==> src/rtl/phs_pcm_defines.vh <==
// Constants for the PCM highway slot multiplexer
//==============================================================
// Contract
// Far side supplies the one highway line clock for both directions.
// Two select inputs decode: both low none, else highway channel 1..3.
// Each highway channel routes to a serial channel set by mode config.
// One-clock-prior: one-clock select pulse, following eight clocks form the slot.
// Envelope: select active over whole slot, any slot length allowed.
// Per-channel transmit request held until whole frame is sent.
// No transmit hold-off input; receiver runs whenever its enable is set.
// Serial channel gets no clock outside its slot, holds state.
// Rising select edge starts clocking and gives a sync pulse.
// No data means all-ones; once started one bit per slot clock.
// Receive data and clock reach a channel only during its slot.
// After request, next slot sends one all-ones byte then buffer bytes.
// Chained bytes without last flag go back to back, no fill.
// Request asserts a bounded number of line clocks after enable and data.
// First channel request has inverted polarity in highway mode.
// Received byte is written on the ninth slot clock after last bit.
// Reception starts with the first slot after receive enable; the receiver starts its bit count at the next slot clock, even mid-slot.
// Software sets transmit enable after falling select for fixed timing.
// Short slots get extra all-ones before data, delay stays fixed.
`ifndef PHS_PCM_DEFINES_VH
`define PHS_PCM_DEFINES_VH
//==============================================================
// Register indices
`define PHS_REG_MODE     4'h0
`define PHS_REG_CHCTRL   4'h1
`define PHS_REG_TXDATA0  4'h2
`define PHS_REG_RXDATA0  4'h5
`define PHS_REG_STATUS   4'h8
//==============================================================
// Field positions
`define PHS_MODE_HWY     0
`define PHS_MODE_ENV     1
`define PHS_MODE_ROUTE   2
`define PHS_CH_RXEN      4
`define PHS_LAST_BIT     8
`define PHS_ST_REQ       4
`define PHS_ST_RXV       8
//==============================================================
// Reset values and timing
`define PHS_MODE_RESET   8'he4
`define PHS_NO_CHAN      2'h3
`define PHS_SLOT_BITS    4'h8
`define PHS_RX_WRITE_DLY 4'h9
`define PHS_REQ_DELAY    6'h08
`endif

==> src/rtl/phs_pcm_highway_slot_mux.v <==
// PCM highway slot multiplexer with three transparent serial channels
//
// Our own choices: the register offsets and the address-and-strobe port.
`timescale 1ns/1ps
`include "phs_pcm_defines.vh"

module phs_pcm_highway_slot_mux (
   input  wire        clk_sys,             // System clock, 40 MHz
   input  wire        rst_n,               // Async reset, active low
   input  wire        highway_line_clock,  // Highway line clock pin
   input  wire        slot_select_0,       // Sync select bit 0
   input  wire        slot_select_1,       // Sync select bit 1
   input  wire        highway_rx_data,     // Highway receive data
   output reg         highway_tx_data,     // Highway transmit data
   output reg  [2:0]  channel_tx_request,  // Per serial channel request
   input  wire [3:0]  reg_addr,            // Register index
   input  wire [15:0] reg_wdata,           // Write data
   input  wire        reg_wr,              // Write strobe
   input  wire        reg_rd,              // Read strobe
   output reg  [15:0] reg_rdata            // Read data, cycle after strobe
);

   localparam TX_IDLE = 3'h0;
   localparam TX_WAIT = 3'h1;
   localparam TX_ARM  = 3'h2;
   localparam TX_FILL = 3'h3;
   localparam TX_DATA = 3'h4;
   //==============================================================
   // Pin synchronisers
   reg  [3:0] sync_a;
   reg  [3:0] sync_b;
   reg  [3:0] sync_c;
   reg  [3:0] pin_filt;
   reg        lclk_prev;
   wire       lclk_rise;
   wire [1:0] sel_now;
   wire       rxd_now;
   // Three stages; a level is taken once the last two stages agree
   always @(posedge clk_sys or negedge rst_n) begin
      if (!rst_n) begin
         sync_a    <= 4'h0;
         sync_b    <= 4'h0;
         sync_c    <= 4'h0;
         pin_filt  <= 4'h0;
         lclk_prev <= 1'b0;
      end else begin
         sync_a    <= {highway_rx_data, slot_select_1, slot_select_0, highway_line_clock};
         sync_b    <= sync_a;
         sync_c    <= sync_b;
         pin_filt  <= (sync_b & sync_c) | (pin_filt & (sync_b | sync_c));
         lclk_prev <= pin_filt[0];
      end
   end

   assign lclk_rise = pin_filt[0] & ~lclk_prev;
   assign sel_now   = pin_filt[2:1];
   assign rxd_now   = pin_filt[3];
   //==============================================================
   // Configuration registers
   reg  [7:0] mode_cfg;
   reg  [2:0] tx_en;
   reg  [2:0] rx_en;
   wire       hwy_mode = mode_cfg[`PHS_MODE_HWY];
   wire       env_mode = mode_cfg[`PHS_MODE_ENV];
   // Highway channel to serial channel lookup, 3 means unrouted
   function [1:0] route_of;
      input [1:0] hch;
      input [7:0] cfg;
      begin
         case (hch)
            2'h1:    route_of = cfg[`PHS_MODE_ROUTE +: 2];
            2'h2:    route_of = cfg[`PHS_MODE_ROUTE + 2 +: 2];
            2'h3:    route_of = cfg[`PHS_MODE_ROUTE + 4 +: 2];
            default: route_of = `PHS_NO_CHAN;
         endcase
      end
   endfunction
   //==============================================================
   // Slot timing
   reg  [1:0] prev_sel;
   reg  [1:0] ocp_ch;
   reg  [3:0] ocp_cnt;
   reg  [1:0] cur_ch;
   reg        slot_start;
   // Which highway channel owns this line clock, and is it the first
   always @* begin
      if (env_mode) begin
         cur_ch     = sel_now;
         slot_start = (sel_now != 2'h0) && (sel_now != prev_sel);
      end else begin
         cur_ch     = (ocp_cnt != 4'h0) ? ocp_ch : 2'h0;
         slot_start = (ocp_cnt == `PHS_SLOT_BITS);
      end
   end

   // One-clock-prior pulse loads an eight clock slot
   always @(posedge clk_sys or negedge rst_n) begin
      if (!rst_n) begin
         prev_sel <= 2'h0;
         ocp_ch   <= 2'h0;
         ocp_cnt  <= 4'h0;
      end else if (lclk_rise) begin
         prev_sel <= sel_now;
         if (sel_now != 2'h0) begin
            ocp_ch  <= sel_now;
            ocp_cnt <= `PHS_SLOT_BITS;
         end else if (ocp_cnt != 4'h0) begin
            ocp_cnt <= ocp_cnt - 4'h1;
         end
      end
   end

   wire [1:0] svc      = route_of(cur_ch, mode_cfg);
   wire       slot_act = hwy_mode && (cur_ch != 2'h0) && (svc != `PHS_NO_CHAN);
   //==============================================================
   // Serial channels
   reg  [8:0] tx_hold   [0:2];
   reg  [2:0] tx_full;
   wire [2:0] tx_take;
   wire [2:0] tx_bit;
   wire [2:0] tx_req;
   wire [7:0] rx_word   [0:2];
   wire [2:0] rx_write;
   reg  [2:0] rx_valid;
   reg  [7:0] rx_data   [0:2];
   genvar gi;
   generate
      for (gi = 0; gi < 3; gi = gi + 1) begin : g_ch
         wire       ch_clk  = lclk_rise && slot_act && (svc == gi);
         wire       ch_sync = ch_clk && slot_start;
         reg  [2:0] st;
         reg  [5:0] dly;
         reg  [3:0] tbit;
         reg  [7:0] tsh;
         reg        tlast;
         reg        thave;
         reg        req;
         reg        take;
         reg  [7:0] rsh;
         reg  [7:0] rlag;
         reg  [2:0] rcnt;
         reg  [1:0] rdone;
         reg  [7:0] rcap;
         reg        rwr;

         // Transmit sequencer, clocked only by slot clocks once armed
         always @(posedge clk_sys or negedge rst_n) begin
            if (!rst_n) begin
               st    <= TX_IDLE;
               dly   <= 6'h00;
               tbit  <= 4'h0;
               tsh   <= 8'hff;
               tlast <= 1'b0;
               thave <= 1'b0;
               req   <= 1'b0;
               take  <= 1'b0;
            end else begin
               take <= 1'b0;
               if (!tx_en[gi] || !hwy_mode) begin
                  st    <= TX_IDLE;
                  req   <= 1'b0;
                  thave <= 1'b0;
               end else begin
                  case (st)
                     TX_IDLE: begin
                        if (tx_full[gi]) begin
                           dly <= 6'h00;
                           st  <= TX_WAIT;
                        end
                     end
                     TX_WAIT: begin
                        if (lclk_rise) begin
                           dly <= dly + 6'h01;
                           if (dly == `PHS_REQ_DELAY - 6'h01) begin
                              req <= 1'b1;
                              st  <= TX_ARM;
                           end
                        end
                     end
                     TX_ARM: begin
                        // Fill byte only starts on a fresh slot edge
                        if (ch_sync) begin
                           tbit <= 4'h1;
                           st   <= TX_FILL;
                        end
                     end
                     TX_FILL: begin
                        if (ch_clk) begin
                           if (tbit == `PHS_SLOT_BITS - 4'h1) begin
                              tsh   <= tx_hold[gi][7:0];
                              tlast <= tx_hold[gi][`PHS_LAST_BIT];
                              thave <= 1'b1;
                              take  <= 1'b1;
                              tbit  <= 4'h0;
                              st    <= TX_DATA;
                           end else begin
                              tbit <= tbit + 4'h1;
                           end
                        end
                     end
                     TX_DATA: begin
                        if (ch_clk) begin
                           if (thave) begin
                              tsh <= {1'b1, tsh[7:1]};
                           end
                           if (!thave || tbit == `PHS_SLOT_BITS - 4'h1) begin
                              tbit <= 4'h0;
                              if (tlast && thave) begin
                                 thave <= 1'b0;
                                 req   <= 1'b0;
                                 st    <= TX_IDLE;
                              end else if (tx_full[gi]) begin
                                 tsh   <= tx_hold[gi][7:0];
                                 tlast <= tx_hold[gi][`PHS_LAST_BIT];
                                 thave <= 1'b1;
                                 take  <= 1'b1;
                              end else begin
                                 thave <= 1'b0;
                              end
                           end else begin
                              tbit <= tbit + 4'h1;
                           end
                        end
                     end
                     default: st <= TX_IDLE;
                  endcase
               end
            end
         end
         assign tx_bit[gi]  = (st == TX_DATA && thave) ? tsh[0] : 1'b1;
         assign tx_req[gi]  = req;
         assign tx_take[gi] = take;
         // Receive shifter; ninth clock after a byte is one past the next byte's end
         always @(posedge clk_sys or negedge rst_n) begin
            if (!rst_n) begin
               rsh   <= 8'h00;
               rlag  <= 8'h00;
               rcnt  <= 3'h0;
               rdone <= 2'h0;
               rcap  <= 8'h00;
               rwr   <= 1'b0;
            end else begin
               rwr <= 1'b0;
               if (!rx_en[gi]) begin
                  rcnt  <= 3'h0;
                  rdone <= 2'h0;
               end else if (ch_clk) begin
                  rsh   <= {rxd_now, rsh[7:1]};
                  rlag  <= {rsh[0], rlag[7:1]};              // Older byte waits here
                  rcnt  <= rcnt + 3'h1;
                  rdone <= rdone + {1'b0, (rcnt == 3'h7) && (rdone != 2'h2)};
                  if (rcnt == 3'h0 && rdone == 2'h2) begin
                     rcap <= rlag;
                     rwr  <= 1'b1;
                  end
               end
            end
         end
         assign rx_word[gi]  = rcap;
         assign rx_write[gi] = rwr;
      end
   endgenerate
   //==============================================================
   // Highway outputs
   // Unowned clocks and unrouted slots idle high
   always @(posedge clk_sys or negedge rst_n) begin
      if (!rst_n) begin
         highway_tx_data    <= 1'b1;
         channel_tx_request <= 3'h7;
      end else begin
         if (lclk_rise) begin
            highway_tx_data <= slot_act ? tx_bit[svc] : 1'b1;
         end
         channel_tx_request[0] <= ~hwy_mode | tx_req[0];
         channel_tx_request[2:1] <= ~tx_req[2:1];
      end
   end

   //==============================================================
   // Register port
   wire       wr_tx  = reg_wr && (reg_addr >= `PHS_REG_TXDATA0) && (reg_addr < `PHS_REG_RXDATA0);
   wire [3:0] wr_idx = reg_addr - `PHS_REG_TXDATA0;
   wire [3:0] rd_idx = reg_addr - `PHS_REG_RXDATA0;
   wire       rd_rx  = reg_rd && (reg_addr >= `PHS_REG_RXDATA0) && (reg_addr < `PHS_REG_STATUS);
   integer k;
   // Writes, holding bytes and receive flags; hardware set beats read clear
   always @(posedge clk_sys or negedge rst_n) begin
      if (!rst_n) begin
         mode_cfg <= `PHS_MODE_RESET;
         tx_en    <= 3'h0;
         rx_en    <= 3'h0;
         tx_full  <= 3'h0;
         rx_valid <= 3'h0;
         for (k = 0; k < 3; k = k + 1) begin
            tx_hold[k] <= 9'h000;
            rx_data[k] <= 8'h00;
         end
      end else begin
         if (reg_wr && reg_addr == `PHS_REG_MODE) begin
            mode_cfg <= reg_wdata[7:0];
         end
         if (reg_wr && reg_addr == `PHS_REG_CHCTRL) begin
            tx_en <= reg_wdata[2:0];
            rx_en <= reg_wdata[`PHS_CH_RXEN +: 3];
         end
         for (k = 0; k < 3; k = k + 1) begin
            if (tx_take[k]) begin
               tx_full[k] <= 1'b0;
            end else if (wr_tx && wr_idx == k && !tx_full[k]) begin
               tx_hold[k] <= reg_wdata[8:0];
               tx_full[k] <= 1'b1;
            end
            if (rx_write[k]) begin
               rx_data[k]  <= rx_word[k];
               rx_valid[k] <= 1'b1;
            end else if (rd_rx && rd_idx == k) begin
               rx_valid[k] <= 1'b0;
            end
         end
      end
   end

   // Read data, valid only in the cycle after the strobe
   always @(posedge clk_sys or negedge rst_n) begin
      if (!rst_n) begin
         reg_rdata <= 16'h0000;
      end else if (reg_rd) begin
         case (reg_addr)
            `PHS_REG_MODE:   reg_rdata <= {8'h00, mode_cfg};
            `PHS_REG_CHCTRL: reg_rdata <= {9'h000, rx_en, 1'b0, tx_en};
            4'h2, 4'h3, 4'h4: reg_rdata <= {7'h00, tx_hold[wr_idx[1:0]]};
            4'h5, 4'h6, 4'h7: reg_rdata <= {7'h00, rx_valid[rd_idx[1:0]], rx_data[rd_idx[1:0]]};
            `PHS_REG_STATUS: reg_rdata <= {5'h00, rx_valid, 1'b0, tx_req, 1'b0, tx_full};
            default:         reg_rdata <= 16'h0000;
         endcase
      end else begin
         reg_rdata <= 16'h0000;
      end
   end

endmodule

==> config.mk <==
export PLATFORM = sky130hd
export DESIGN_NAME = phs_pcm_highway_slot_mux
export DESIGN_NICKNAME = d
export VERILOG_FILES = /design/src/rtl/phs_pcm_highway_slot_mux.v
export VERILOG_INCLUDE_DIRS = /design/src /design/src/rtl
export SDC_FILE = /design/constraint.sdc
export NUM_CORES = 1
export LEC_CHECK = 0
export ABC_CLOCK_PERIOD_IN_PS = 3900
export BUFFER_PORTS_ARGS = -buffer_cell sky130_fd_sc_hd__buf_2
export CAP_MARGIN = 15
export CORE_MARGIN = 2
export CORE_UTILIZATION = 40
export DETAILED_ROUTE_END_ITERATION = 10
export PLACE_DENSITY_LB_ADDON = 0.15
export SYNTH_ARGS = -nofsm -noshare
export SYNTH_HDL_FRONTEND = slang
export SYNTH_SLANG_ARGS = --single-unit
==> constraint.sdc <==
create_clock -name clk_sys -period 3.9 [get_ports clk_sys]
set_clock_uncertainty 0.1 [all_clocks]
set_input_delay 0.39 -clock clk_sys [delete_from_list [all_inputs] [get_ports clk_sys]]
set_output_delay 0.39 -clock clk_sys [all_outputs]
set_load 0.02 [all_outputs]
; ---- Word level (Yosys, flattened, before mapping)
; Index checks and enable logic that the tools add are counted.
[totals]
inputBits = 28
reg_bits = 281
wordCells = 557
out_inout_bits = 20
[classes]
n_reduce_logical = 122
mux = 223
n_lt_le_gt_ge = 8
n_eq_ne = 104
addsub = 15
bitwise_logic = 17
[ops]
columns = cell, count
row1 = $mux W8, 23
row2 = $mux W3, 36
row3 = $mux W1, 100
row4 = $ne A3 B3 Y1 const B, 27
row5 = $mux W4, 17
row6 = $ne A2 B2 Y1 const B, 31
row7 = $pmux W11 S5, 1
row8 = $pmux W8 S2, 3
row9 = $pmux W3 S5, 3
row10 = $reduce_and A5 Y1, 9
row11 = $logic_and A1 B1 Y1, 37
row12 = $mux W6, 6
row13 = $pmux W4 S3, 3
row14 = $pmux W6 S2, 3
row15 = $reduce_bool A2 Y1, 15
row16 = $eq A4 B3 Y1 const B, 7
row17 = $reduce_and A9 Y1, 3
row18 = $reduce_bool A3 Y1, 9
row19 = $pmux W1 S2, 12
row20 = $reduce_and A8 Y1, 3
row21 = $add A6 B1 Y6 const B, 3
row22 = $bmux W9 S2, 1
row23 = $eq A3 B2 Y1 const B, 6
row24 = $eq A3 B3 Y1 const B, 6
row25 = other kinds (45), 125

; ---- Logic depth before layout (Yosys ltp)
; Gate-level depths: netlist of the first run.
[depth]
ltp_word = 13
mapped_depth = 10
mapped_depth_nobuf = 8

; ---- Least setup slack after synthesis of the first run
; OpenSTA, ideal clock, no wires.
[synth_path]
path_kind = flip-flop to flip-flop
start = reg ocp_cnt[0]
end = reg g_ch[0].rcap[0]
path_stages_with_launch = 9
setup_time_ns = 0.125
synth_period_minus_slack_ns = 2.917
slack_ns = 0.983
t_required_ns = 3.675
t_arrival_ns = 2.692
n_path_buf = 0
cell_sequence = dfrtp_1 inv_1 ha_1 or4b_4 and3_4 o32ai_4 nand4_4 nor4_4 mux2_2
[synth_via]
elab_chain_len = 10
elab_cells_between_ends = 15
classes_between = eq/ne (4) / mux (3) / reduce/logical (8)
[synth_lines]
columns = item, line_no
row1 = from (decl), phs_pcm_highway_slot_mux.v:82  ; reg [3:0] ocp_cnt;
row2 = from (signal assigned), phs_pcm_highway_slot_mux.v:106  ; ocp_cnt <= `PHS_SLOT_BITS;
row3 = from (signal assigned), phs_pcm_highway_slot_mux.v:108  ; ocp_cnt <= ocp_cnt - 4'h1;
row4 = $reduce_bool A4 Y1 *, phs_pcm_highway_slot_mux.v:91  ; cur_ch = (ocp_cnt != 4'h0) ? ocp_ch : 2'h0;
row5 = $mux W2 *, phs_pcm_highway_slot_mux.v:91
row6 = $mux W2 *, phs_pcm_highway_slot_mux.v:87  ; if (env_mode) begin
row7 = $eq A2 B2 Y1 / $eq A2 B1 Y1 (equally long branches), phs_pcm_highway_slot_mux.v:70  ; case (hch)
row8 = $pmux W2 S3, phs_pcm_highway_slot_mux.v:70
row9 = $ne A2 B2 Y1 (no line), -
row10 = $logic_and A1 B1 Y1, phs_pcm_highway_slot_mux.v:114  ; wire slot_act = hwy_mode && (cur_ch != 2'h0) && (svc != `PHS_NO_CHAN);
row11 = $logic_and A1 B1 Y1, phs_pcm_highway_slot_mux.v:129  ; wire ch_clk = lclk_rise && slot_act && (svc == gi);
row12 = $logic_and A1 B1 Y1 *, phs_pcm_highway_slot_mux.v:129
row13 = $reduce_and A3 Y1 (no line) *, -
row14 = to (signal assigned), phs_pcm_highway_slot_mux.v:253  ; rcap <= rlag;
row15 = to (decl), phs_pcm_highway_slot_mux.v:143  ; reg [7:0] rcap;
; Mark *: on every way between the ends. The rest lies on a longest branch, timed or not.
; A chain may end at the register's enable or synchronous reset.

; ---- Final worst setup path of the first run
[layout_path]
start = reg ocp_cnt[0]
end = reg g_ch[1].tbit[1]
[layout_via]
elab_chain_len = 12
elab_cells_between_ends = 21
classes_between = eq/ne (9) / mux (4) / reduce/logical (8)
[layout_lines]
columns = item, line_no
row1 = $reduce_bool A4 Y1, phs_pcm_highway_slot_mux.v:91
row2 = $mux W2, phs_pcm_highway_slot_mux.v:91
row3 = $mux W2, phs_pcm_highway_slot_mux.v:87
row4 = $eq A2 B2 Y1 / $eq A2 B1 Y1 (equally long branches), phs_pcm_highway_slot_mux.v:70
row5 = $pmux W2 S3, phs_pcm_highway_slot_mux.v:70
row6 = $ne A2 B2 Y1 (no line), -
row7 = $logic_and A1 B1 Y1, phs_pcm_highway_slot_mux.v:114
row8 = $logic_and A1 B1 Y1 (2 in a row), phs_pcm_highway_slot_mux.v:129
row9 = $logic_and A1 B1 Y1, phs_pcm_highway_slot_mux.v:130  ; wire ch_sync = ch_clk && slot_start;
row10 = $ne A2 B2 Y1 (no line), -
row11 = $reduce_and A5 Y1 (no line) *, -
row12 = to (signal assigned), phs_pcm_highway_slot_mux.v:197  ; tbit <= tbit + 4'h1;
row13 = to (signal assigned), phs_pcm_highway_slot_mux.v:221  ; tbit <= tbit + 4'h1;
row14 = to (decl), phs_pcm_highway_slot_mux.v:133  ; reg [3:0] tbit;
; Marked as above.

==> results by group, run 1 <==
Status
  • Status: finished, final reports clean

STA
  • Tmin final: 3.473 ns
  • Final count of hold timing violations: 0
  • Slew margin rel.: 0.3820
  • Fmax: 0.2879 GHz
  • Setup Viol. Count Final: 0
  • Tcrit/Tclk final: 0.8906
  • Actual slew at the worst max-slew pin: 0.9186 ns
  • Worst setup margin: 0.4265 ns
  • Setup TNS: 0 ns
  • RSZ-0062 raised after global routing: false
  • Fin. max-slew vios: 0

GRT
  • Antenna violations before repair: 3
  • GR Util met2: 0.2827
  • GRT overflow: 0
  • First-pass GRT wire length: 49180 µm
  • Tot GR Track Use: 0.1852
  • Maximum number of pins on one net before global-route repair: 80
  • GR peak layer: met2
  • GR Layer Usage met3: 0.03458
  • Vias in the first global route: 8710
  • Met1 GRT Util: 0.2703

Logic synthesis
  • Post-synthesis xor/xnor area fraction: 0.009416
  • Most common library cells after synthesis: dfrtp_1 (244), mux2_2 (148), nand2_1 (78), nor2_1 (63), a21oi_1 (36)
  • Simple-Gate Fraction of Synth Area: 0.1213
  • Share of the synthesized area in the top cell type: 0.4689
  • Avg Inst Size Synth: 11.72 µm²
  • Seq/Total Area, Yosys: 0.5334
  • Post-synth ARST share: 1.000
  • Mux share of post-synthesis cell area: 0.1487
  • Cell with the most instances after synthesis: dfrtp_1
  • Unique masters post-synth: 75
  • Prevailing post-synth register cell: dfrtp_1
  • Post-synth EDFFs: 0
  • Flop and latch count out of synthesis: 276
  • Compound-Gate Fraction of Synth Area: 0.1294
  • Post-synthesis adder-cell area fraction: 0.03094
  • Main combinational cell family by area after synthesis: multiplexers
  • Cells after Synth: 1111
  • Post-synth top area cell: dfrtp_1
  • Ys Warns: 0
  • Synthesized area: 0.01302 mm²
  • Synth area leaders: dfrtp_1 (47%), mux2_2 (13%), dfstp_2 (6.5%), ha_1 (2.8%), nand2_1 (2.2%)

CTS
  • TritonCTS clock tree: built
  • H-tree depth: 2
  • Clk pin slew, worst setup/hold paths: 0.06 ns
  • TritonCTS Buffers: 34
  • Clock Tree Buf Depth: 3
  • Post-cts gate resize count: 0
  • Root Driver: clkbuf_16
  • Setup Fix Bufs, Post-CTS: 0
  • Clock Latency Late Sink: 0.51 ns
  • Clk sink count: 276

Power and ir drop
  • Peak supply drop: 0.3823 mV
  • PnR Total Power: 0.007427 W
  • Cell Int Power: 0.005322 W
  • Sw Pwr: 0.002105 W
  • Sequential share of power: 0.445
  • Power per standard cell area: 499.2 mW/mm²
  • Clock power frac: 0.409
  • Combinational power share: 0.146
  • Pleak: 6.738 nW
  • Net switching fraction of the power: 0.2834

Routing
  • DR vias/cell: 5.387
  • DRT Wirelength: 30080 µm
  • Remaining DRCs: 0
  • DR vias: 8780
  • First-pass detailed-route iteration total: 5
  • Routed len/inst: 18.45 µm
  • Initial DRC count: 493
  • Antenna Violating Nets Remaining: 0

Place
  • Worst slack at placement: 0.4762 ns
  • I/O Buffers: 35
  • Hpwl dp: 20760 µm
  • Cells after DPL: 1564
  • GPL Wtd Cong: 0.8189

Finish
  • Post-Layout Cell Count: 1630
  • Area Growth Syn to Fin: 14.24%
  • # diodes: 0
  • Share of layout cells above drive strength 1: 0.2601
  • Fin nets: 1220

Floorplan
  • Die area: 0.03402 mm²
  • Die X: 184.4 µm
  • IO Count: 48
  • CORE AREA: 0.03229 mm²
  • Die H: 184.4 µm
  • Row count: 66
  • Starting Density: 0.4033

Job
  • Number of max-cap violations: 0

Setup path
  • Worst Path Class, Setup: register to register
  • Worst-path fanout max: 5
  • CP required: 4.20 ns
  • Endpoint type of the worst setup path: register
  • WP data arrival: 3.77 ns
  • CP Launch Type: register

Min path
  • Worst Hold Class: input pin to register
state kept, by name, summed over array words and instances (netlist names), 4 cells and up:
register and flops:
g_ch.dly 18, g_ch.rcap 24, g_ch.rcnt 9, g_ch.rdone 6, g_ch.rlag 24, g_ch.rsh 24
g_ch.st 9, g_ch.tbit 12, g_ch.tsh 24, mode_cfg 8, ocp_cnt 4, pin_filt 4
reg_rdata 11, rx_data 24, sync_a 4, sync_b 4, sync_c 4, tx_hold 27
area by class of cell:
cell class	count	area, µm²
multi-input cells	757	5747
clock buffers	55	1001
well taps	442	553.0
repair buffers	64	440.4
clock inverters	6	76.32
fillers	3033	17410
inverters	30	112.6
flip-flops and latches	276	6947
through the flow:
stage	util	hold slack, ns	cell area, µm²
finish	0.4607	0.06043	14880
global route	0.4607	0.05385	14880
CTS	0.4607	0.03933	14880
detailed placement	0.4258	0.2357	13750
global placement	0.4258	0.2357	13750
floorplan	-	-0.005591	13040
worst max-delay path: stages, from the launching register on:
cell and delay, ns:
dfrtp_1 0.39, inv_1 0.10, ha_1 0.21, nor4b_1 0.49, o21ai_0 0.29, a31oi_1 0.51, nand3_1 0.37, a211oi_1 0.52
mux2_2 0.38
layer usage:
metal  up-vias  wire length (µm)
li1       4191                 -
met1      4387             14660
met2       145             13470
met3        51              1308
met4         6               607
met5         -                38
power by group through the flow:
stage,Sequential (W),Combinational (W),Clock (W)
2_1_floorplan,0.00323,0.000794,0
3_3_place_gp,0.00335,0.00107,0
3_5_place_dp,0.00336,0.00108,0
4_1_cts,0.00331,0.00109,0.00314
5_1_grt,0.00334,0.00119,0.00327
6_report,0.00331,0.00108,0.00304
placed cells by master (no fill, tap or decap), types with 7 or more instances in the layout:
| master | n |
|---|---|
| and3_1 | 10 |
| buf_2 | 34 |
| nand3_1 | 23 |
| a2bb2oi_1 | 23 |
| clkbuf_16 | 35 |
| dfrtp_1 | 244 |
| a22oi_1 | 7 |
| nor2_1 | 63 |
| nand2b_1 | 12 |
| a21o_1 | 7 |
| nor3_1 | 15 |
| nand2_1 | 78 |
| and2_1 | 12 |
| nor3b_1 | 9 |
| a31oi_1 | 23 |
| o22ai_1 | 33 |
| xor2_1 | 8 |
| mux2i_1 | 27 |
| dfstp_2 | 32 |
| a22o_1 | 8 |
| buf_4 | 22 |
| o21a_1 | 8 |
| clkbuf_1 | 15 |
| inv_1 | 30 |
| a211oi_1 | 8 |
| a21oi_1 | 36 |
| nand3b_1 | 7 |
| nor2b_1 | 12 |
| nand4_1 | 14 |
| ha_1 | 29 |
| o21ai_0 | 33 |
| a21boi_0 | 10 |
| mux2_2 | 148 |
final timing paths:
path,startpoint,to,slack [ns],cells after the start
worst max-delay path,ocp_cnt[0]$_DFFE_PN0P_,g_ch[1].tbit[1]$_DFFE_PN0P_,0.43,8
worst min-delay path,reg_wdata[7],tx_hold[7]$_DFFE_PN0P_,0.06,2
worst max register to register,ocp_cnt[0]$_DFFE_PN0P_,g_ch[1].tbit[1]$_DFFE_PN0P_,0.43,8
worst min register to register,sync_a[0]$_DFF_PN0_,sync_b[0]$_DFF_PN0_,0.25,0
max in group asynchronous,rst_n,channel_tx_request[0]$_DFF_PN1_,2.41,3
min in group asynchronous,rst_n,sync_b[0]$_DFF_PN0_,0.36,2
kinds of logic (layout without fill, tap and decap cells):
group | after synthesis | count (layout)
fa+ha+maj | 33 | 33
compound gates | 237 | 237
xor+xnor | 14 | 14
simple gates | 293 | 293
buf+inv | 82 | 155
mux | 175 | 175
other cells | 1 | 5
flops | 276 | 276
repair_timing:
| item | CTS | global route |
|---|---|---|
| hold endpoints to repair | 59 | 0 |
| endpoints found under the setup margin | 0 | 0 |
| hold buffers | 5 | 0 |
Note: power is estimated with default switching activity, not from simulation.
==> run 2: changes to the inputs <==
--- a/config.mk
+++ b/config.mk
@@ -13,6 +13,7 @@
 export CORE_UTILIZATION = 40
 export DETAILED_ROUTE_END_ITERATION = 10
 export PLACE_DENSITY_LB_ADDON = 0.15
+export RECOVER_POWER = 25
 export SYNTH_ARGS = -nofsm -noshare
 export SYNTH_HDL_FRONTEND = slang
 export SYNTH_SLANG_ARGS = --single-unit
==> results by group, run 2 (same netlist as run 1, synthesis figures left out) <==
Finish
  • Design area: 0.01486 mm² (was 0.01488 mm²)
  • Area Growth Syn to Fin: 14.13% (was 14.24%)
  • Fin nets: 1220 (unchanged)
  • Biggest register: tx_hold (unchanged)
  • Share of layout cells above drive strength 1: 0.2593 (was 0.2601)
  • Fillers: 3036 (was 3033)
  • Most common cell after layout, fill and taps aside: dfrtp_1 (unchanged)
  • Commonest non-fill, non-tap cells in the layout: dfrtp_1 (244), mux2_2 (148), nand2_1 (78) (unchanged)
  • Max reg flops: 27 (unchanged)
  • # diodes: 0 (unchanged)

Place
  • GPL Wtd Cong: 0.8189 (unchanged)
  • Hpwl dp: 20760 µm (unchanged)
  • Worst slack at placement: 0.4762 ns (unchanged)
  • Dpl cell area: 0.01375 mm² (unchanged)
  • I/O Buffers: 35 (unchanged)

Floorplan
  • CORE AREA: 0.03229 mm² (unchanged)
  • IO Count: 48 (unchanged)
  • Die H: 184.4 µm (unchanged)
  • Row count: 66 (unchanged)
  • Die X: 184.4 µm (unchanged)
  • Die area: 0.03402 mm² (unchanged)
  • Starting Density: 0.4033 (unchanged)

Routing
  • Antenna Violating Nets Remaining: 0 (unchanged)
  • Initial DRC count: 493 (unchanged)
  • DR vias: 8767 (was 8780)
  • DR vias/cell: 5.379 (was 5.387)
  • First-pass detailed-route iteration total: 5 (unchanged)
  • Remaining DRCs: 0 (unchanged)
  • Routed len/inst: 18.46 µm (was 18.45 µm)
  • DRT Wirelength: 30090 µm (was 30080 µm)

STA
  • Slew margin rel.: -0.3491 (was 0.3820)
  • Setup TNS: 0 ns (unchanged)
  • Final count of hold timing violations: 0 (unchanged)
  • Tcrit/Tclk final: 0.8909 (was 0.8906)
  • RSZ-0062 raised after global routing: false (unchanged)
  • Fin. max-slew vios: 77 (was 0)
  • Tmin final: 3.474 ns (was 3.473 ns)
  • Fmax: 0.2878 GHz (was 0.2879 GHz)
  • Worst setup margin: 0.4255 ns (was 0.4265 ns)
  • Setup Viol. Count Final: 0 (unchanged)
  • Actual slew at the worst max-slew pin: 2.024 ns (was 0.9186 ns)

CTS
  • TritonCTS Buffers: 34 (unchanged)
  • Clock Latency Late Sink: 0.51 ns (about the same)
  • Setup Fix Bufs, Post-CTS: 0 (unchanged)
  • Root Driver: clkbuf_16 (unchanged)
  • H-tree depth: 2 (unchanged)
  • Clk pin slew, worst setup/hold paths: 0.06 ns (about the same)
  • Clk sink count: 276 (unchanged)
  • Clock Tree Buf Depth: 3 (unchanged)
  • TritonCTS clock tree: built (unchanged)

Status
  • Failing checks: capacitance limit, slew limit
  • Status: complete, but fails checks (was finished, final reports clean)

Setup path
  • CP Launch Type: register (unchanged)
  • Worst-path fanout max: 5 (unchanged)
  • Critical-path cell list: inv_1, ha_1, nor4b_1, o21ai_0, a31oi_1, nand3_1, a211oi_1, mux2_2 (unchanged)
  • CP required: 4.20 ns (about the same)
  • Worst reg2reg setup slack: 0.43 ns (about the same)
  • Reg2reg path depth: 8 (unchanged)
  • Setup crit end: g_ch[1].tbit[1]$_DFFE_PN0P_ (unchanged)
  • Crit path largest cell delay: 0.52 ns (about the same)
  • WP data arrival: 3.77 ns (about the same)
  • RR Startpoint: ocp_cnt[0]$_DFFE_PN0P_ (unchanged)
  • CP Launch Point: ocp_cnt[0]$_DFFE_PN0P_ (unchanged)
  • Worst Path Class, Setup: register to register (unchanged)
  • Endpoint type of the worst setup path: register (unchanged)
  • Worst r2r dst: g_ch[1].tbit[1]$_DFFE_PN0P_ (unchanged)
  • Critical path's slowest cell: a211oi_1 (unchanged)

GRT
  • First-pass GRT wire length: 49180 µm (unchanged)
  • GRT overflow: 0 (unchanged)
  • Tot GR Track Use: 0.1852 (unchanged)
  • Vias in the first global route: 8710 (unchanged)
  • Antenna violations before repair: 3 (unchanged)
  • Maximum number of pins on one net before global-route repair: 80 (unchanged)

Min path
  • Hold Startpoint: reg_wdata[7] (unchanged)
  • Worst Hold Class: input pin to register (unchanged)
  • Hold path cells: 2 (unchanged)

Power and ir drop
  • Peak supply drop: 0.3823 mV (about the same)
  • Pleak: 6.731 nW (was 6.738 nW)
  • Power per standard cell area: 499.6 mW/mm² (was 499.2 mW/mm²)

Job
  • Number of max-cap violations: 1 (was 0)
-- run 2: cell types whose count changed in the layout (fill, tap and decap cells not counted), sizes merged --
| cell | before | now |
|---|---|---|
| clkbuf | 55 | 57 |
| buf | 59 | 57 |
-- run 2: per-stage QoR --
| stage | cells | total power (W) | hold WS, ns | util |
|---|---|---|---|---|
| finish | 1630 | 0.007426 | 0.06043 | 0.4603 |
| global route | 1630 | 0.007802 | 0.05385 | 0.4603 |
| CTS | 1630 | 0.007532 | 0.03933 | 0.4607 |
| detailed placement | 1564 | 0.004434 | 0.2357 | 0.4258 |
| global placement | 1564 | 0.004419 | 0.2357 | 0.4258 |
| floorplan | 1115 | 0.004021 | -0.005591 | - |
-- run 2: worst min path at each step --
stage	to	slack [ns]
after global routing	tx_hold[16]$_DFFE_PN0P_	0.05
after detailed placement	sync_b[1]$_DFF_PN0_	0.24
final	tx_hold[7]$_DFFE_PN0P_	0.06
after global placement	sync_b[2]$_DFF_PN0_	0.24
after floorplan	g_ch[0].dly[0]$_DFFE_PN0P_	-0.006
after CTS	tx_hold[25]$_DFFE_PN0P_	0.04
-- run 2: routing by layer --
metal,vias to the layer above,routed length [µm],track usage
met5,-,38,0
met4,6,607,0.04928
met3,51,1299,0.03458
met2,141,13450,0.2827
met1,4377,14700,0.2703
li1,4192,-,-
-- run 2: power by group --
group | leakage, nW | switching, W | internal (W)
logic | 2.58 | 0.000655 | 0.000425
registers | 3.63 | 0.000244 | 0.00306
clock network | 0.521 | 0.00121 | 0.00183
total | 6.73 | 0.00211 | 0.00532
-- run 2: what timing repair did --
item / in CTS / in global routing
resized for setup: 0 / 0
hold buffers: 5 / 0
endpoints found under the hold margin: 59 / 0
-- run 2: layout make-up --
| class | instances | area [µm²] | area share |
|---|---|---|---|
| clock buffer | 55 | 1001 | 0.06735 |
| clock inverter | 6 | 76.32 | 0.005135 |
| inverter | 30 | 112.6 | 0.007576 |
| multi-input combinational | 757 | 5747 | 0.3866 |
| sequential | 276 | 6947 | 0.4674 |
| tap | 442 | 553.0 | 0.03721 |
| timing repair buffer | 64 | 426.7 | 0.02871 |
-- run 2: worst max-delay path, delay by kind of cell (launching register included) --
family,cells,cell delay [ns]
AOI/OAI and AO/OA,3,1.32
adders and majority gates,1,0.21
buffers and inverters,1,0.10
muxes,1,0.38
and+or+nand+nor,2,0.86
DFF,1,0.39
==> run 3: changes to the inputs <==
--- a/config.mk
+++ b/config.mk
@@ -6,6 +6,7 @@
 export SDC_FILE = /design/constraint.sdc
 export NUM_CORES = 1
 export LEC_CHECK = 0
+export ABC_AREA = 1
 export ABC_CLOCK_PERIOD_IN_PS = 3900
 export BUFFER_PORTS_ARGS = -buffer_cell sky130_fd_sc_hd__buf_2
 export CAP_MARGIN = 15
==> results by group, run 3 <==
Routing
  • DR vias/cell: 4.992 (was 5.379)
  • Remaining DRCs: 0 (unchanged)
  • DRT Wirelength: 30530 µm (was 30090 µm)
  • Routed len/inst: 14.74 µm (was 18.46 µm)
  • Antenna Violating Nets Remaining: 0 (unchanged)
  • DR vias: 10.34k (was 8767)
  • First-pass detailed-route iteration total: 5 (unchanged)
  • Initial DRC count: 769 (was 493)

Setup path
  • CP Launch Point: rst_n (was ocp_cnt[0]$_DFFE_PN0P_)
  • Critical path's slowest cell: clkbuf_2 (was a211oi_1)
  • WP data arrival: 2.94 ns (was 3.77 ns)
  • Worst r2r dst: g_ch[1].rcap[6]$_DFFE_PN0P_ (was g_ch[1].tbit[1]$_DFFE_PN0P_)
  • Setup crit end: g_ch[0].rlag[1]$_DFFE_PN0P_ (was g_ch[1].tbit[1]$_DFFE_PN0P_)
  • Endpoint type of the worst setup path: asynchronous set/reset pin (was register)
  • RR Startpoint: ocp_cnt[0]$_DFFE_PN0P_ (unchanged)
  • Top cell family by delay on the critical path: buffers and inverters (was compound AO/OA/AOI/OAI gates)
  • Critical path depth: 2 (was 8)
  • Worst reg2reg setup slack: 1.00 ns (was 0.43 ns)
  • CP Launch Type: input pin (was register)
  • CP required: 3.88 ns (was 4.20 ns)
  • Worst-path fanout max: 105 (was 5)
  • Crit path largest cell delay: 1.91 ns (was 0.52 ns)
  • Reg2reg path depth: 12 (was 8)
  • Critical-path cell list: dlygate4sd3_1, clkbuf_2 (was inv_1, ha_1, nor4b_1, o21ai_0, a31oi_1, nand3_1, a211oi_1, mux2_2)
  • Worst Path Buf+Inv: 2 (was 1)
  • Worst Path Class, Setup: input pin to asynchronous set/reset pin (was register to register)

Floorplan
  • Die X: 185.0 µm (was 184.4 µm)
  • Die H: 185.0 µm (was 184.4 µm)
  • Row count: 66 (unchanged)
  • CORE AREA: 0.03237 mm² (was 0.03229 mm²)
  • Starting Density: 0.4047 (was 0.4033)
  • IO Count: 48 (unchanged)
  • Die area: 0.03422 mm² (was 0.03402 mm²)

CTS
  • TritonCTS Buffers: 30 (was 34)
  • H-tree depth: 1 (was 2)
  • TritonCTS clock tree: built (unchanged)
  • Clock Latency Late Sink: 0.58 ns (was 0.51 ns)
  • Clk sink count: 276 (unchanged)
  • Post-cts gate resize count: 0 (unchanged)
  • Root Driver: clkbuf_16 (unchanged)
  • Clk pin slew, worst setup/hold paths: 0.06 ns (about the same)
  • Clock Tree Buf Depth: 3 (unchanged)

Logic synthesis
  • Cells after Synth: 1561 (was 1111)
  • Most common library cells after synthesis: nand2_1 (418), dfrtp_1 (244), o21ai_0 (236), inv_1 (174), nor2_1 (107) (was dfrtp_1 (244), mux2_2 (148), nand2_1 (78), nor2_1 (63), a21oi_1 (36))
  • Share of the synthesized area in the top cell type: 0.4660 (was 0.4689)
  • Flop and latch count out of synthesis: 276 (unchanged)
  • Avg Inst Size Synth: 8.393 µm² (was 11.72 µm²)
  • Cell with the most instances after synthesis: nand2_1 (was dfrtp_1)
  • Post-synth EDFFs: 0 (unchanged)
  • Prevailing post-synth register cell: dfrtp_1 (unchanged)
  • Synth area leaders: dfrtp_1 (47%), nand2_1 (12%), o21ai_0 (9.0%), dfstp_2 (6.4%), inv_1 (5.0%) (was dfrtp_1 (47%), mux2_2 (13%), dfstp_2 (6.5%), ha_1 (2.8%), nand2_1 (2.2%))
  • Ys Warns: 0 (unchanged)
  • Seq/Total Area, Yosys: 0.5302 (was 0.5334)
  • Unique masters post-synth: 54 (was 75)
  • Post-synth top area cell: dfrtp_1 (unchanged)
  • Synthesized area: 0.01310 mm² (was 0.01302 mm²)
  • Post-synth ARST share: 1.000 (unchanged)

Status
  • Failing checks: capacitance limit, slew limit (unchanged)
  • Status: complete, but fails checks (unchanged)

Power and ir drop
  • Combinational power share: 0.094 (was 0.145)
  • Pleak: 7.110 nW (was 6.731 nW)
  • Clock power frac: 0.459 (was 0.409)
  • Peak supply drop: 0.3887 mV (was 0.3823 mV)
  • Sw Pwr: 0.001776 W (was 0.002105 W)
  • Cell Int Power: 0.005178 W (was 0.005321 W)
  • Sequential share of power: 0.447 (was 0.446)
  • Power per standard cell area: 466.2 mW/mm² (was 499.6 mW/mm²)
  • Net switching fraction of the power: 0.2554 (was 0.2835)

Place
  • GPL Wtd Cong: 0.8909 (was 0.8189)
  • Hpwl dp: 21700 µm (was 20760 µm)
  • I/O Buffers: 35 (unchanged)
  • Cells after DPL: 2009 (was 1564)

Finish
  • Post-Layout Cell Count: 2071 (was 1630)
  • Biggest register: tx_hold (unchanged)
  • Commonest non-fill, non-tap cells in the layout: nand2_1 (418), dfrtp_1 (244), o21ai_0 (236) (was dfrtp_1 (244), mux2_2 (148), nand2_1 (78))
  • Fin nets: 1661 (was 1220)
  • Fillers: 3232 (was 3036)
  • Most common cell after layout, fill and taps aside: nand2_1 (was dfrtp_1)
  • Share of layout cells above drive strength 1: 0.1112 (was 0.2593)
  • Area Growth Syn to Fin: 13.84% (was 14.13%)
  • Max reg flops: 27 (unchanged)

STA
  • Tcrit/Tclk final: 0.7578 (was 0.8909)
  • RSZ-0062 raised after global routing: false (unchanged)
  • Final count of hold timing violations: 0 (unchanged)
  • Actual slew at the worst max-slew pin: 2.776 ns (was 2.024 ns)
  • Tmin final: 2.955 ns (was 3.474 ns)
  • Setup Viol. Count Final: 0 (unchanged)
  • Slew margin rel.: -0.8508 (was -0.3491)
  • Fin. max-slew vios: 104 (was 77)
  • Setup TNS: 0 ns (unchanged)
  • Fmax: 0.3384 GHz (was 0.2878 GHz)

GRT
  • Tot GR Track Use: 0.1838 (was 0.1852)
  • Antenna violations before repair: 3 (unchanged)
  • Vias in the first global route: 9676 (was 8710)
  • GRT overflow: 0 (unchanged)
  • First-pass GRT wire length: 50180 µm (was 49180 µm)
  • Maximum number of pins on one net before global-route repair: 106 (was 80)

Job
  • Number of max-cap violations: 1 (unchanged)

Min path
  • Worst Hold Class: input pin to register (unchanged)
-- run 3: layout make-up --
type | instances | area (µm²) | share of cell area
clock buffers | 42 | 885.9 | 0.05940
clock inverters | 14 | 244.0 | 0.01636
well taps | 442 | 553.0 | 0.03708
repair buffers | 54 | 350.3 | 0.02349
diodes | 1 | 2.502 | 0.0001678
inverters | 180 | 675.6 | 0.04530
flip-flops and latches | 276 | 6947 | 0.4658
multi-input cells | 1062 | 5256 | 0.3524
-- run 3: power by group through the flow --
stage,clock [W],sequential (W),combinational [W]
after floorplan,0,0.00313,0.000435
after global placement,0,0.00316,0.000643
after detailed placement,0,0.00316,0.000652
after CTS,0.00328,0.00311,0.000658
after global routing,0.00339,0.00313,0.000753
final,0.00319,0.00311,0.000650
-- run 3: logic make-up after synthesis --
logic type,share of synthesized area
compound gates,0.1477
flops,0.5302
simple gates,0.2082
xor+xnor,0.003343
mux,0.009933
other cells,0.0002862
fa+ha+maj,0.03075
buf+inv,0.06953
-- run 3: repair_timing --
item,CTS,global route
hold buffers,5,0
buffers inserted,0,0
endpoints found under the hold margin,87,0
-- run 3: worst min path at each step --
stage               slack, ns  cells after the start                    endpoint                 from
floorplan              -0.006                      0  g_ch[0].dly[0]$_DFFE_PN0P_                rst_n
global placement         0.23                      0         sync_b[0]$_DFF_PN0_  sync_a[0]$_DFF_PN0_
detailed placement       0.24                      0         sync_b[2]$_DFF_PN0_  sync_a[2]$_DFF_PN0_
CTS                      0.07                      3      tx_hold[8]$_DFFE_PN0P_         reg_wdata[8]
global route             0.08                      3     tx_hold[17]$_DFFE_PN0P_         reg_wdata[8]
finish                   0.08                      3      tx_hold[8]$_DFFE_PN0P_         reg_wdata[8]
-- run 3: per-stage QoR --
step | power [W] | setup WS, ns | cell area, µm² | utilization | hold WS, ns
CTS | 0.007048 | 1.015 | 14930 | 0.4612 | 0.06612
detailed placement | 0.003812 | 1.013 | 13750 | 0.4247 | 0.2358
floorplan | 0.003563 | 1.144 | 13120 | - | -0.005591
global route | 0.007275 | 0.3969 | 14910 | 0.4607 | 0.07991
global placement | 0.003803 | 1.074 | 13750 | 0.4247 | 0.2339
finish | 0.006954 | 0.9447 | 14910 | 0.4607 | 0.07727
-- run 3: routing by layer --
metal,part of all wire,track usage,vias to the layer above
li1,-,-,5178
met1,0.47,0.2512,4904
met2,0.46,0.2980,196
met3,0.049,0.03696,56
met4,0.025,0.05048,4
met5,0.00088,0,-
